**src/design/sleep_ctrl_pkg.sv**
```systemverilog
// constants, types and register layout for the sleep controller
// assumes a 32-bit AXI4-Lite bus; registers sit one per word at index*4
package sleep_ctrl_pkg;
  // register indices, byte address is index*4
  localparam logic [2:0] IDX_CONTROL_A_REGISTER = 3'h0;
  localparam logic [2:0] IDX_VREG  = 3'h1;
  localparam logic [2:0] IDX_KEY   = 3'h2;
  localparam logic [2:0] IDX_STAT  = 3'h3;
  localparam logic [2:0] IDX_STBY  = 3'h4;
  localparam int         ADDR_W    = 8;
  // field positions
  localparam int SEN_BIT   = 0;
  localparam int SLEEP_MODE_SELECT_LSB = 1;
  localparam int REGULATOR_POWER_MODE_LSB = 0;
  localparam int HTLL_BIT  = 4;
  localparam logic [7:0] CONTROL_A_REGISTER_RST = 8'h00;
  localparam logic [7:0] VREG_RST  = 8'h00;
  localparam logic [7:0] STBY_RST  = 8'h00;
  // sleep mode codes; every other code means no sleep
  localparam logic [2:0] SM_IDLE  = 3'h0;
  localparam logic [2:0] SM_STBY  = 3'h1;
  localparam logic [2:0] SM_PDOWN = 3'h2;
  // regulator power modes; other codes behave as automatic
  localparam logic [2:0] PM_AUTO = 3'h0;
  localparam logic [2:0] PM_FULL = 3'h1;
  // protection key (value arbitrary) and its window in bus writes
  localparam logic [7:0] CCP_KEY    = 8'hA5;
  localparam logic [2:0] CCP_WINDOW = 3'h4;
  localparam logic [2:0] WAKE_CYCLES = 3'h6;
  // peripheral classes
  localparam int PR_RTC = 0, PR_WDT = 1, PR_BOD = 2, PR_EVS = 3;
  localparam int PR_CCL = 4, PR_ACZ = 5, PR_ADC = 6, PR_TMR = 7;
  localparam logic [7:0] RUN_PDOWN = 8'h0F;
  localparam logic [7:0] RUN_STBY  = 8'h0E;
  // wake classes: port, vlm, mvio, rtc, twi match, logic, usart sof, other
  localparam logic [7:0] WK_IDLE  = 8'hFF;
  localparam logic [7:0] WK_STBY  = 8'h7F;
  localparam logic [7:0] WK_PD    = 8'h3F;
  localparam logic [7:0] WK_PD_HT = 8'h0F;
  localparam int         WK_OTHER = 7;
  localparam logic [1:0] RESP_OKAY   = 2'h0;
  localparam logic [1:0] RESP_SLVERR = 2'h2;
  typedef enum logic [1:0] {
    ST_ACTIVE = 2'b00,
    ST_SLEEP  = 2'b01,
    ST_WAKE   = 2'b10
  } state_e;
  typedef struct packed {
    logic       htll;
    logic [2:0] regulator_power_mode;
    logic [2:0] sleep_mode_select;
    logic       sleep_enable_bit;
  } cfg_s;
endpackage

```
**src/design/sleep_wake_filter.sv**
```systemverilog
// wake source mask for the mode being slept in
// assumes mode and configuration are stable while asleep
`timescale 1ns/1ns
module sleep_wake_filter
  import sleep_ctrl_pkg::*;
(
  input  wire logic [2:0] mode,      // sleep mode code
  input  wire logic       htll,      // hot low leakage enable
  input  wire logic [7:0] stby_keep, // run in standby per peripheral
  output logic      [7:0] mask       // wake classes allowed
);
  always_comb begin
    mask = 8'h00;
    if (mode == SM_IDLE) begin
      mask = WK_IDLE;
    end else if (mode == SM_STBY) begin
      mask = WK_STBY;
      mask[WK_OTHER] = stby_keep[PR_ADC] | stby_keep[PR_ACZ];
    end else if (mode == SM_PDOWN) begin
      mask = htll ? WK_PD_HT : WK_PD;
    end
  end
endmodule

```
**src/design/sleep_power_gate.sv**
```systemverilog
// clock, peripheral and regulator gating for the current mode
// assumes clock status inputs come from the same clock domain
`timescale 1ns/1ns
module sleep_power_gate
  import sleep_ctrl_pkg::*;
(
  input  wire logic       sleeping,    // in sleep state
  input  wire logic [2:0] mode,        // mode slept in
  input  wire logic [7:0] stby_keep,   // run in standby per peripheral
  input  wire logic       hf_run_in_standby, // hf source run in standby
  input  wire logic       clk32k_only, // 32k oscillator is the only one
  input  wire logic [2:0] regulator_power_mode,       // regulator power mode
  output logic            hf_en,       // high-frequency clocks on
  output logic      [7:0] run,         // peripheral run enables
  output logic            reg_lp       // regulator low power
);
  logic stby;
  logic pdown;
  assign stby  = sleeping && mode == SM_STBY;
  assign pdown = sleeping && mode == SM_PDOWN;
  always_comb begin
    hf_en = !pdown;
    if (stby) begin
      hf_en = hf_run_in_standby || (|stby_keep);
    end
  end
  for (genvar i = 0; i < 8; i++) begin : g_run
    always_comb begin
      if (pdown) begin
        run[i] = RUN_PDOWN[i];
      end else if (stby) begin
        run[i] = RUN_STBY[i] | stby_keep[i];
      end else begin
        run[i] = 1'b1;
      end
    end
  end
  // full mode never drops; otherwise low when only 32k runs or deep sleep
  assign reg_lp = (regulator_power_mode != PM_FULL) && (clk32k_only || (sleeping && mode != SM_IDLE));
endmodule

```
**src/design/sleep_controller.sv**
```systemverilog
// sleep controller: mode sequencing, wake-up timing, gating and registers
// assumes a CPU that pulses SLEEP_EXEC on its sleep instruction and
// same-clock interrupt and clock status inputs; AXI4-Lite slave for software
`timescale 1ns/1ns
module sleep_controller
  import sleep_ctrl_pkg::*;
(
  input  wire logic                         MCLK,          // 10 MHz peripheral clock
  input  wire logic                         RST,           // async reset, active high
  input  wire logic [sleep_ctrl_pkg::ADDR_W-1:0] AWADDR,   // write address
  input  wire logic                         AWVALID,       // write address valid
  output logic                              AWREADY,       // write address ready
  input  wire logic [31:0]                  WDATA,         // write data
  input  wire logic [3:0]                   WSTRB,         // write strobes
  input  wire logic                         WVALID,        // write data valid
  output logic                              WREADY,        // write data ready
  output logic [1:0]                        BRESP,         // write response
  output logic                              BVALID,        // write response valid
  input  wire logic                         BREADY,        // write response ready
  input  wire logic [sleep_ctrl_pkg::ADDR_W-1:0] ARADDR,   // read address
  input  wire logic                         ARVALID,       // read address valid
  output logic                              ARREADY,       // read address ready
  output logic [31:0]                       RDATA,         // read data
  output logic [1:0]                        RRESP,         // read response
  output logic                              RVALID,        // read data valid
  input  wire logic                         RREADY,        // read data ready
  input  wire logic                         SLEEP_EXEC,    // cpu sleep instruction pulse
  input  wire logic [7:0]                   IRQ_PEND,      // enabled pending irq per wake class
  input  wire logic                         DEBUG_BREAK,   // debugger break
  input  wire logic                         RESET_SRC,     // any reset source active
  input  wire logic                         CLK32K_ONLY,   // 32k oscillator is the only one
  input  wire logic                         HF_RUN_IN_STANDBY,   // hf source run in standby
  input  wire logic                         HF_OSC_READY,  // main clock source started
  input  wire logic                         REG_READY,     // regulator at full power
  output logic                              CPU_HALT,      // cpu must not execute
  output logic                              WAKE_DONE,     // pulse: take irq and resume
  output logic                              SYS_RESET_REQ, // device reset request
  output logic                              HF_CLK_EN,     // high-frequency clocks on
  output logic [7:0]                        PERIPH_RUN,    // peripheral run enables
  output logic                              REG_LOW_POWER, // regulator low power
  output logic                              REG_HTLL       // hot low leakage active
);
  import sleep_ctrl_pkg::*;

  cfg_s       cfg_q;
  logic [7:0] stby_q;
  logic [2:0] ccp_q;
  state_e     state_q;
  logic [2:0] mode_q;
  logic [2:0] cnt_q;
  logic       need_osc_q;
  logic       need_reg_q;
  logic       wake_done_q;
  logic       sys_rst_q;

  // bus write path
  logic       aw_got_q, w_got_q;
  logic [2:0] aw_idx_q;
  logic [7:0] wd_q;
  logic       ws_q;
  logic       aw_have, w_have, do_wr;
  logic [2:0] wr_idx;
  logic [7:0] wr_dat;
  logic       wr_stb;
  logic       wr_ok;
  logic [1:0] bresp_q;
  logic       bvalid_q;

  assign AWREADY = !aw_got_q && !bvalid_q;
  assign WREADY  = !w_got_q && !bvalid_q;
  assign aw_have = aw_got_q || (AWVALID && AWREADY);
  assign w_have  = w_got_q || (WVALID && WREADY);
  assign do_wr   = aw_have && w_have && !bvalid_q;
  assign wr_idx  = aw_got_q ? aw_idx_q : AWADDR[4:2];
  assign wr_dat  = w_got_q ? wd_q : WDATA[7:0];
  assign wr_stb  = w_got_q ? ws_q : WSTRB[0];
  assign wr_ok   = wr_idx <= IDX_STBY;

  always_ff @(posedge MCLK or posedge RST) begin
    if (RST) begin
      aw_got_q <= 1'b0;
      w_got_q  <= 1'b0;
      aw_idx_q <= 3'h0;
      wd_q     <= 8'h00;
      ws_q     <= 1'b0;
      bvalid_q <= 1'b0;
      bresp_q  <= RESP_OKAY;
    end else begin
      if (AWVALID && AWREADY) begin
        aw_got_q <= 1'b1;
        aw_idx_q <= AWADDR[4:2];
      end
      if (WVALID && WREADY) begin
        w_got_q <= 1'b1;
        wd_q    <= WDATA[7:0];
        ws_q    <= WSTRB[0];
      end
      if (do_wr) begin
        aw_got_q <= 1'b0;
        w_got_q  <= 1'b0;
        bvalid_q <= 1'b1;
        bresp_q  <= wr_ok ? RESP_OKAY : RESP_SLVERR;
      end else if (bvalid_q && BREADY) begin
        bvalid_q <= 1'b0;
      end
    end
  end
  assign BVALID = bvalid_q;
  assign BRESP  = bresp_q;

  // registers keep their values through sleep; only bus writes change them
  always_ff @(posedge MCLK or posedge RST) begin
    if (RST) begin
      cfg_q  <= {VREG_RST[HTLL_BIT], VREG_RST[REGULATOR_POWER_MODE_LSB+:3], CONTROL_A_REGISTER_RST[SLEEP_MODE_SELECT_LSB+:3], CONTROL_A_REGISTER_RST[SEN_BIT]};
      stby_q <= STBY_RST;
      ccp_q  <= 3'h0;
    end else if (do_wr && wr_stb) begin
      ccp_q <= (ccp_q != 3'h0) ? ccp_q - 3'h1 : 3'h0;
      unique case (wr_idx)
        IDX_CONTROL_A_REGISTER: begin
          cfg_q.sleep_enable_bit   <= wr_dat[SEN_BIT];
          cfg_q.sleep_mode_select <= wr_dat[SLEEP_MODE_SELECT_LSB+:3];
        end
        IDX_VREG: begin
          if (ccp_q != 3'h0) begin
            cfg_q.regulator_power_mode <= wr_dat[REGULATOR_POWER_MODE_LSB+:3];
            cfg_q.htll  <= wr_dat[HTLL_BIT];
          end
        end
        IDX_KEY: begin
          ccp_q <= (wr_dat == CCP_KEY) ? CCP_WINDOW : 3'h0;
        end
        IDX_STBY: begin
          stby_q <= wr_dat;
        end
        default: begin
        end
      endcase
    end
  end

  // bus read path
  logic        rvalid_q;
  logic [31:0] rdata_q;
  logic [1:0]  rresp_q;
  logic [7:0]  rd_val;
  logic [2:0]  rd_idx;
  assign ARREADY = !rvalid_q;
  assign rd_idx  = ARADDR[4:2];
  always_comb begin
    rd_val = 8'h00;
    unique case (rd_idx)
      IDX_CONTROL_A_REGISTER: rd_val = {4'h0, cfg_q.sleep_mode_select, cfg_q.sleep_enable_bit};
      IDX_VREG:  rd_val = {3'h0, cfg_q.htll, 1'b0, cfg_q.regulator_power_mode};
      IDX_STAT:  rd_val = {1'b0, REG_LOW_POWER, HF_CLK_EN, mode_q, state_q};
      IDX_STBY:  rd_val = stby_q;
      default:   rd_val = 8'h00;
    endcase
  end
  always_ff @(posedge MCLK or posedge RST) begin
    if (RST) begin
      rvalid_q <= 1'b0;
      rdata_q  <= 32'h0000_0000;
      rresp_q  <= RESP_OKAY;
    end else if (ARVALID && ARREADY) begin
      rvalid_q <= 1'b1;
      rdata_q  <= {24'h00_0000, rd_val};
      rresp_q  <= (rd_idx <= IDX_STBY) ? RESP_OKAY : RESP_SLVERR;
    end else if (rvalid_q && RREADY) begin
      rvalid_q <= 1'b0;
    end
  end
  assign RVALID = rvalid_q;
  assign RDATA  = rdata_q;
  assign RRESP  = rresp_q;

  // mode sequencing
  logic [7:0] wake_mask;
  logic       sleeping;
  logic       mode_ok;
  logic       wake_hit;
  logic       hf_en, reg_lp;
  logic [7:0] run;
  logic       osc_ok, reg_ok;

  assign sleeping = state_q == ST_SLEEP;
  assign mode_ok  = cfg_q.sleep_mode_select == SM_IDLE || cfg_q.sleep_mode_select == SM_STBY || cfg_q.sleep_mode_select == SM_PDOWN;
  assign wake_hit = |(IRQ_PEND & wake_mask);
  assign osc_ok   = HF_OSC_READY || !need_osc_q;
  assign reg_ok   = REG_READY || !need_reg_q;

  sleep_wake_filter u_wake (
    .mode      (mode_q),
    .htll      (cfg_q.htll),
    .stby_keep (stby_q),
    .mask      (wake_mask)
  );

  sleep_power_gate u_gate (
    .sleeping    (sleeping),
    .mode        (mode_q),
    .stby_keep   (stby_q),
    .hf_run_in_standby (HF_RUN_IN_STANDBY),
    .clk32k_only (CLK32K_ONLY),
    .regulator_power_mode       (cfg_q.regulator_power_mode),
    .hf_en       (hf_en),
    .run         (run),
    .reg_lp      (reg_lp)
  );

  always_ff @(posedge MCLK or posedge RST) begin
    if (RST) begin
      state_q     <= ST_ACTIVE;
      mode_q      <= SM_IDLE;
      cnt_q       <= 3'h0;
      need_osc_q  <= 1'b0;
      need_reg_q  <= 1'b0;
      wake_done_q <= 1'b0;
    end else begin
      wake_done_q <= 1'b0;
      unique case (state_q)
        ST_ACTIVE: begin
          if (SLEEP_EXEC && cfg_q.sleep_enable_bit && mode_ok) begin
            state_q <= ST_SLEEP;
            mode_q  <= cfg_q.sleep_mode_select;
          end
        end
        ST_SLEEP: begin
          if (RESET_SRC) begin
            state_q <= ST_ACTIVE;
          end else if (wake_hit || DEBUG_BREAK) begin
            state_q    <= ST_WAKE;
            cnt_q      <= 3'h0;
            need_osc_q <= !HF_CLK_EN;
            need_reg_q <= REG_LOW_POWER;
          end
        end
        ST_WAKE: begin
          if (RESET_SRC) begin
            state_q <= ST_ACTIVE;
          end else if (cnt_q < WAKE_CYCLES - 3'h1) begin
            cnt_q <= cnt_q + 3'h1;
          end else if (osc_ok && reg_ok) begin
            state_q     <= ST_ACTIVE;
            wake_done_q <= 1'b1;
          end
        end
        default: begin
          state_q <= ST_ACTIVE;
        end
      endcase
    end
  end

  // gating registered so clock enables never glitch
  logic       hf_q, lp_q, ht_q;
  logic [7:0] run_q;
  always_ff @(posedge MCLK or posedge RST) begin
    if (RST) begin
      hf_q      <= 1'b1;
      run_q     <= 8'hFF;
      lp_q      <= 1'b0;
      ht_q      <= 1'b0;
      sys_rst_q <= 1'b0;
    end else begin
      hf_q      <= hf_en;
      run_q     <= run;
      lp_q      <= reg_lp;
      ht_q      <= cfg_q.htll && sleeping && mode_q == SM_PDOWN;
      sys_rst_q <= RESET_SRC;
    end
  end

  assign CPU_HALT      = state_q != ST_ACTIVE;
  assign WAKE_DONE     = wake_done_q;
  assign SYS_RESET_REQ = sys_rst_q;
  assign HF_CLK_EN     = hf_q;
  assign PERIPH_RUN    = run_q;
  assign REG_LOW_POWER = lp_q;
  assign REG_HTLL      = ht_q;
endmodule

```
**config.mk**
```make
export PLATFORM = sky130hd
export DESIGN_NAME = sleep_controller
export DESIGN_NICKNAME = d
export VERILOG_FILES = /design/src/design/sleep_ctrl_pkg.sv /design/src/design/sleep_wake_filter.sv /design/src/design/sleep_power_gate.sv /design/src/design/sleep_controller.sv
export SDC_FILE = /design/constraint.sdc
export NUM_CORES = 1
export LEC_CHECK = 0
export ABC_CLOCK_PERIOD_IN_PS = 2300
export BUFFER_PORTS_ARGS = -buffer_cell sky130_fd_sc_hd__buf_4
export CORE_ASPECT_RATIO = 0.75
export CORE_MARGIN = 2
export CORE_UTILIZATION = 25
export CTS_BUF_LIST = sky130_fd_sc_hd__clkbuf_2 sky130_fd_sc_hd__clkbuf_4 sky130_fd_sc_hd__clkbuf_8
export DETAILED_ROUTE_END_ITERATION = 10
export SETUP_SLACK_MARGIN = 0.02
export SYNTH_ARGS = -nofsm -noshare
export SYNTH_HDL_FRONTEND = slang
export SYNTH_SLANG_ARGS = --single-unit
```
**constraint.sdc**
```tcl
create_clock -name MCLK -period 2.3 [get_ports MCLK]
set_clock_uncertainty 0.1 [all_clocks]
set_input_delay 0.115 -clock MCLK [delete_from_list [all_inputs] [get_ports MCLK]]
set_output_delay 0.115 -clock MCLK [all_outputs]
set_load 0.01 [all_outputs]
```
==> summary.txt, run 1 <==
GRT
  – Largest net degree at the start of global routing: 27
  – GRT Residual Overflow: 0
  – Vias in the first global route: 2600
  – Total track usage: 0.113
  – First-pass GRT wire length: roughly 13000 um
  – Initial antenna violation count: 0

Timing
  – Slew HR: 0.594
  – Setup Viol. Count Final: 0
  – Shortest period the worst path allows: 1.98 ns
  – WHS: 0.0149 ns
  – Final worst path period share: 0.863
  – RSZ-0062 raised after global routing: no
  – Final Max Slew Viols: 0
  – Final hold violations: 0
  – Worst-Margin Slew: 0.609 ns
  – Fmax: 504 MHz
  – Total Neg Setup Slack: 0 ns

Worst setup path
  – Startpoint types: flip-flop
  – Setup crit end kind: flip-flop
  – WP data arrival: 2.09 ns
  – Worst-path fanout max: 11
  – Worst endpoint required time: 2.41 ns
  – Critical path class: flip-flop to flip-flop

Synthesis
  – Synth Warn #: 0
  – Synthesized area per cell: around 11 um2
  – Number of synthesized register bits: 65
  – Post-Syn Instances: 309
  – Ys async rst share: 1.00
  – Part of the Yosys area used for sequential elements: 0.485
  – Post-synth cell types: 53
  – Mapped cell area: 3370 um2
  – Post-synth EDFFs: 0
  – Ys flop type: dfrtp_1

Clock tree
  – Clk sink count: 65
  – CTS tree: done
  – Clock Root Buffer: clkbuf_8
  – H-tree depth: 3
  – Worst skew pair latency: 0.34 ns
  – CTS clk-pin slew, worst paths: roughly 0.080 ns
  – CTS Buffer Depth: 2
  – Num CTS Buffers: 9
  – Post-CTS Setup Bufs: 0

Pwr
  – Switching power: between 0.0015 and 0.002 W
  – Gate power share: 0.344
  – Cell Pwr Density: 1060 nW/um2
  – P_int: 0.00308 W
  – Clock Power Share: 0.236
  – Seq pwr share: 0.420
  – Worst VDD drop: about 550 uV
  – Sw Ratio: 0.335
  – Total power: 0.00463 W
  – Leakage: 1.99 nW

Routing
  – Routed wl met3: 371 um
  – Drc violations: 0
  – Avg WL per Cell: 13.9 um
  – Routed wl met2: ~3800 um
  – ANT nets after route: 0
  – Highest metal used: met4
  – Routed WL: between 7000 and 8000 um
  – DR iter-0 viols: between 100 and 150
  – Metal-1 WL: 3760 um
  – Drt first pass iters: 4
  – Vias: between 2k and 3k
  – Vias per cell: 4.40

Place
  – Final HPWL DP: ~6100 um
  – Number of port buffers: 62
  – Gpl congestion: 0.800

Layout
  – Final net count: 475
  – Area occupied by multi-input gates: 1550 um2
  – Fill cell count: ~1.3k
  – N_diodes: 0
  – Commonest non-fill, non-tap cell in the layout: buf_4
  – Most frequent cells in the layout: buf_4, dfrtp_1, mux2_2
  – Layout area overhead: 29.8%
  – Register area: 1630 um2
  – Share of cells above drive strength 1: 0.347

Die
  – Core ar.: 13100 um2
  – # IOs: 129
  – Full die area: 14400 um2
  – Die Span Y: 105 um
  – Initial Utilization: 0.258
  – Die Wd: around 140 um
  – Row cnt: 36

Hold path
  – Min-delay worst type: primary input to flip-flop

Run status
  – Outcome: complete, no violations

Job
  – Max Cap Violations: 0
[timing repair]
action | 4_1_cts | 5_1_grt
setup endpoints to repair | 0 | 16
endpoints found under the hold margin | 43 | 0
resized for setup | 0 | 1
hold buffers | 20 | 0
[sequential cells by signal, indices dropped and copies added (netlist names), 2 cells and up]
name and count:
cnt_q 3, mode_q 3, aw_idx_q 3, state_q 2
PERIPH_RUN 5, wd_q 8, stby_q 8, RDATA 8
cfg_q 8, ccp_q 3
[area by class of cell]
type                       instances  share of cell area
sequential                        65               0.373
multi-input combinational        223               0.355
timing repair buffer              88               0.162
tap                              171              0.0489
clock buffer                      13              0.0366
clock inverter                     3              0.0149
inverter                          11             0.00943
[per-stage QoR]
stage,util,area (um2),std cells,setup slack (ns)
after global routing,0.335,4380,574,0.0949
after global placement,0.302,3950,538,0.311
after floorplan,-,3470,336,0.468
after detailed placement,0.302,3950,538,0.216
after CTS,0.335,4370,574,0.183
final,0.335,4380,574,0.316
[worst max-delay path, cell delays in order (launching register included)]
cell      delay, ns
dfrtp_1        0.55
o21bai_1       0.23
nor3_4         0.37
nand3_1        0.27
mux2_2         0.34
[layer usage]
metal | up-vias | GRT usage
li1 | 1219 | -
met1 | 1236 | 0.156
met2 | 64 | 0.172
met3 | 7 | 0.0348
met4 | 0 | 0.0306
met5 | - | 0
[final timing paths]
| kind | from | endpoint | slack, ns | cells past startpoint |
|---|---|---|---|---|
| worst max-delay path | aw_got_q | cfg_q[4] | 0.32 | 4 |
| worst min-delay path | HF_OSC_READY | state_q[1] | 0.01 | 4 |
| worst max register to register | aw_got_q | cfg_q[4] | 0.32 | 4 |
| worst min register to register | RDATA[7] | RDATA[7] | 0.39 | 2 |
| max in group asynchronous | RST | cfg_q[0] | 1.03 | 4 |
| min in group asynchronous | RST | state_q[0] | 0.30 | 3 |
[power by group through the flow]
stage	clock network [W]	registers (W)	logic, W
floorplan	0	0.00183	0.00113
global placement	0	0.00194	0.00150
detailed placement	0	0.00196	0.00155
CTS	0.00113	0.00194	0.00160
global route	0.00118	0.00201	0.00177
finish	0.00109	0.00194	0.00159
[cells by family after synthesis]
logic type               count (synthesis)  share of synthesized area
other                                    2                    0.00223
adder cells (fa/ha/maj)                  3                     0.0111
AO/OA/AOI/OAI                           60                      0.128
buffers and inverters                   48                     0.0868
AND/OR/NAND/NOR                         85                      0.135
XOR/XNOR                                 1                    0.00260
multiplexers                            45                      0.149
flip-flops                              65                      0.485
[synthesized netlist by cell type, drive strengths merged (2+ instances only)]
master | count | area (um2)
dfrtp | 59 | 1480
mux2 | 39 | 443
buf | 32 | 233
o21ai | 22 | 110
nand2 | 20 | 75.1
nor2 | 20 | 75.1
inv | 11 | 41.3
nor2b | 9 | 56.3
a2bb2oi | 8 | 70.1
a21oi | 7 | 38.8
dfstp | 6 | 158
mux2i | 6 | 60.1
nand3 | 6 | 35.0
clkbuf | 5 | 18.8
nand2b | 5 | 31.3
ha | 3 | 37.5
nand4b | 3 | 26.3
nor3 | 3 | 20.0
a22oi | 2 | 15.0
a32o | 2 | 20.0
a32oi | 2 | 25.0
and2 | 2 | 12.5
and3 | 2 | 12.5
conb | 2 | 7.51
nor3b | 2 | 15.0
nor4 | 2 | 12.5
nor4b | 2 | 17.5
o21a | 2 | 15.0
o21bai | 2 | 15.0
o22ai | 2 | 12.5
o2bb2ai | 2 | 17.5
o32ai | 2 | 17.5
or2 | 2 | 12.5
or3 | 2 | 12.5
or3b | 2 | 17.5
No activity file was read; power rests on OpenSTA's default activity.
==> run 2: changes to the inputs <==
- ABC_CLOCK_PERIOD_IN_PS: 2300 -> unset
- BUFFER_PORTS_ARGS: -buffer_cell sky130_fd_sc_hd__buf_4 -> unset
- DONT_BUFFER_PORTS: unset -> 1
- PLACE_DENSITY_LB_ADDON: unset -> 0.2
==> summary.txt, run 2 (synthesized netlist as in run 1, its figures left out) <==
Clock tree
  – H-tree depth: 3
  – Post-CTS Setup Bufs: 0
  – CTS tree: done
  – CTS Hold Bufs: 28
  – Worst skew pair latency: 0.35 ns
  – Clock Root Buffer: clkbuf_8
  – Num CTS Buffers: 9
  – CTS clk-pin slew, worst paths: 0.07 ns
  – Post-cts resize count: 0
  – Clk sink count: 65
  – CTS Buffer Depth: 2

Layout
  – Fill cell count: 1386
  – Most frequent cells in the layout: dfrtp_1, mux2_2, conb_1, dlygate4sd3_1, o21ai_0
  – Commonest non-fill, non-tap cell in the layout: dfrtp_1
  – Layout area overhead: 20.1%
  – Share of cells above drive strength 1: 0.229
  – Final net count: 425

Timing
  – Worst-Margin Slew: 0.516 ns
  – Slew HR: 0.655
  – Final worst path period share: 0.887
  – RSZ-0062 raised after global routing: no
  – Shortest period the worst path allows: 2.04 ns
  – Setup Viol. Count Final: 0
  – Final Max Slew Viols: 0
  – Total Neg Setup Slack: 0 ns
  – Final hold violations: 1
  – WHS: -0.00238 ns
  – Fmax: 490 MHz

GRT
  – Largest net degree at the start of global routing: 31
  – Initial antenna violation count: 1
  – Total track usage: 0.114
  – GRT Residual Overflow: 0
  – Vias in the first global route: 2294
  – First-pass GRT wire length: 12900 um

Die
  – Die Span Y: roughly 100 um
  – Core ar.: 13100 um2
  – # IOs: 129
  – Initial Utilization: 0.258
  – Die Wd: 138 um
  – Row cnt: 36
  – Full die area: 14400 um2

Routing
  – Routed WL: 8180 um
  – Vias: 2326
  – Drt first pass iters: 4
  – Drc violations: 0
  – Avg WL per Cell: 15.6 um
  – ANT nets after route: 0
  – DR iter-0 viols: 101
  – Vias per cell: 4.43

Worst setup path
  – Worst setup path start: mode_q[2]
  – Worst Reg-to-Reg Cells: 5
  – Startpoint types: flip-flop
  – RR Endpoint: state_q[0]
  – WP data arrival: 2.21 ns
  – Worst reg2reg setup slack: 0.26 ns
  – Worst-path fanout max: 7
  – Reg-to-Reg Start: mode_q[2]
  – Setup crit end kind: flip-flop
  – Worst endpoint required time: 2.47 ns
  – Critical path class: flip-flop to flip-flop

Place
  – Gpl congestion: 0.743
  – Final HPWL DP: between 6000 and 7000 um
  – Number of port buffers: 0

Hold path
  – Min-delay worst type: primary input to flip-flop
  – Worst Hold Depth: 2
  – Hold Path Origin: AWADDR[4]
  – Hold Path End: BRESP[1]

Pwr
  – Worst VDD drop: 305 uV
  – Leakage: around 1.8 nW
  – Cell Pwr Density: 1120 nW/um2

Job
  – Max Cap Violations: 0

Run status
  – Outcome: finished with violations
  – Failing checks: negative hold slack
## run 2: cell types whose count changed in the layout (fill, tap and decap cells not counted), sizes merged
cell / change
buf: -59
clkbuf: +1
dlygate4sd3: +9
diode: +1
clkinv: -1
## run 2: critical path: stages, from the launching register on
cell           delay, ns
dfrtp_1             0.49
nor2_1              0.16
a221oi_4            0.34
dlygate4sd3_1       0.61
nand3_1             0.10
o21ai_0             0.16
## run 2: through the flow
step | power [W] | worst slack [ns] | area [um2] | cells | util
floorplan | 0.00297 | 0.468 | 3470 | 336 | -
global placement | 0.00332 | 0.379 | 3520 | 479 | 0.269
detailed placement | 0.00335 | 0.359 | 3520 | 479 | 0.269
CTS | 0.00461 | 0.242 | 4040 | 523 | 0.309
global route | 0.00485 | 0.133 | 4050 | 525 | 0.310
finish | 0.00454 | 0.259 | 4050 | 525 | 0.310
## run 2: how the worst max path moves through the flow
stage	end	slack, ns	depth (start not counted)
after global routing	RRESP[1]	0.13	4
after floorplan	BRESP[1]	0.47	1
after global placement	ccp_q[1]	0.38	4
after detailed placement	stby_q[6]	0.36	3
final	state_q[0]	0.26	5
after CTS	state_q[0]	0.24	5
## run 2: layout make-up
cell class	instances	area [um2]	area share
multi-input combinational	223	1550	0.382
timing repair buffer	38	370	0.0915
antenna	1	2.50	0.000618
clock buffer	14	180	0.0445
clock inverter	2	60.1	0.0148
tap	171	214	0.0528
inverter	11	41.3	0.0102
sequential	65	1630	0.404
## run 2: routing by layer
metal	up-vias	track usage	part of all wire
li1	1118	-	-
met1	1140	0.156	0.48
met2	60	0.165	0.44
met3	8	0.0431	0.063
met4	0	0.0372	0.014
met5	-	0	0
## run 2: power by group
group / total [W] / internal [W] / switching [W]
clock network: 0.00116 / 0.000725 / 0.000435
registers: 0.00197 / 0.00155 / 0.000418
logic: 0.00140 / 0.000738 / 0.000665
total: 0.00454 / 0.00302 / 0.00152
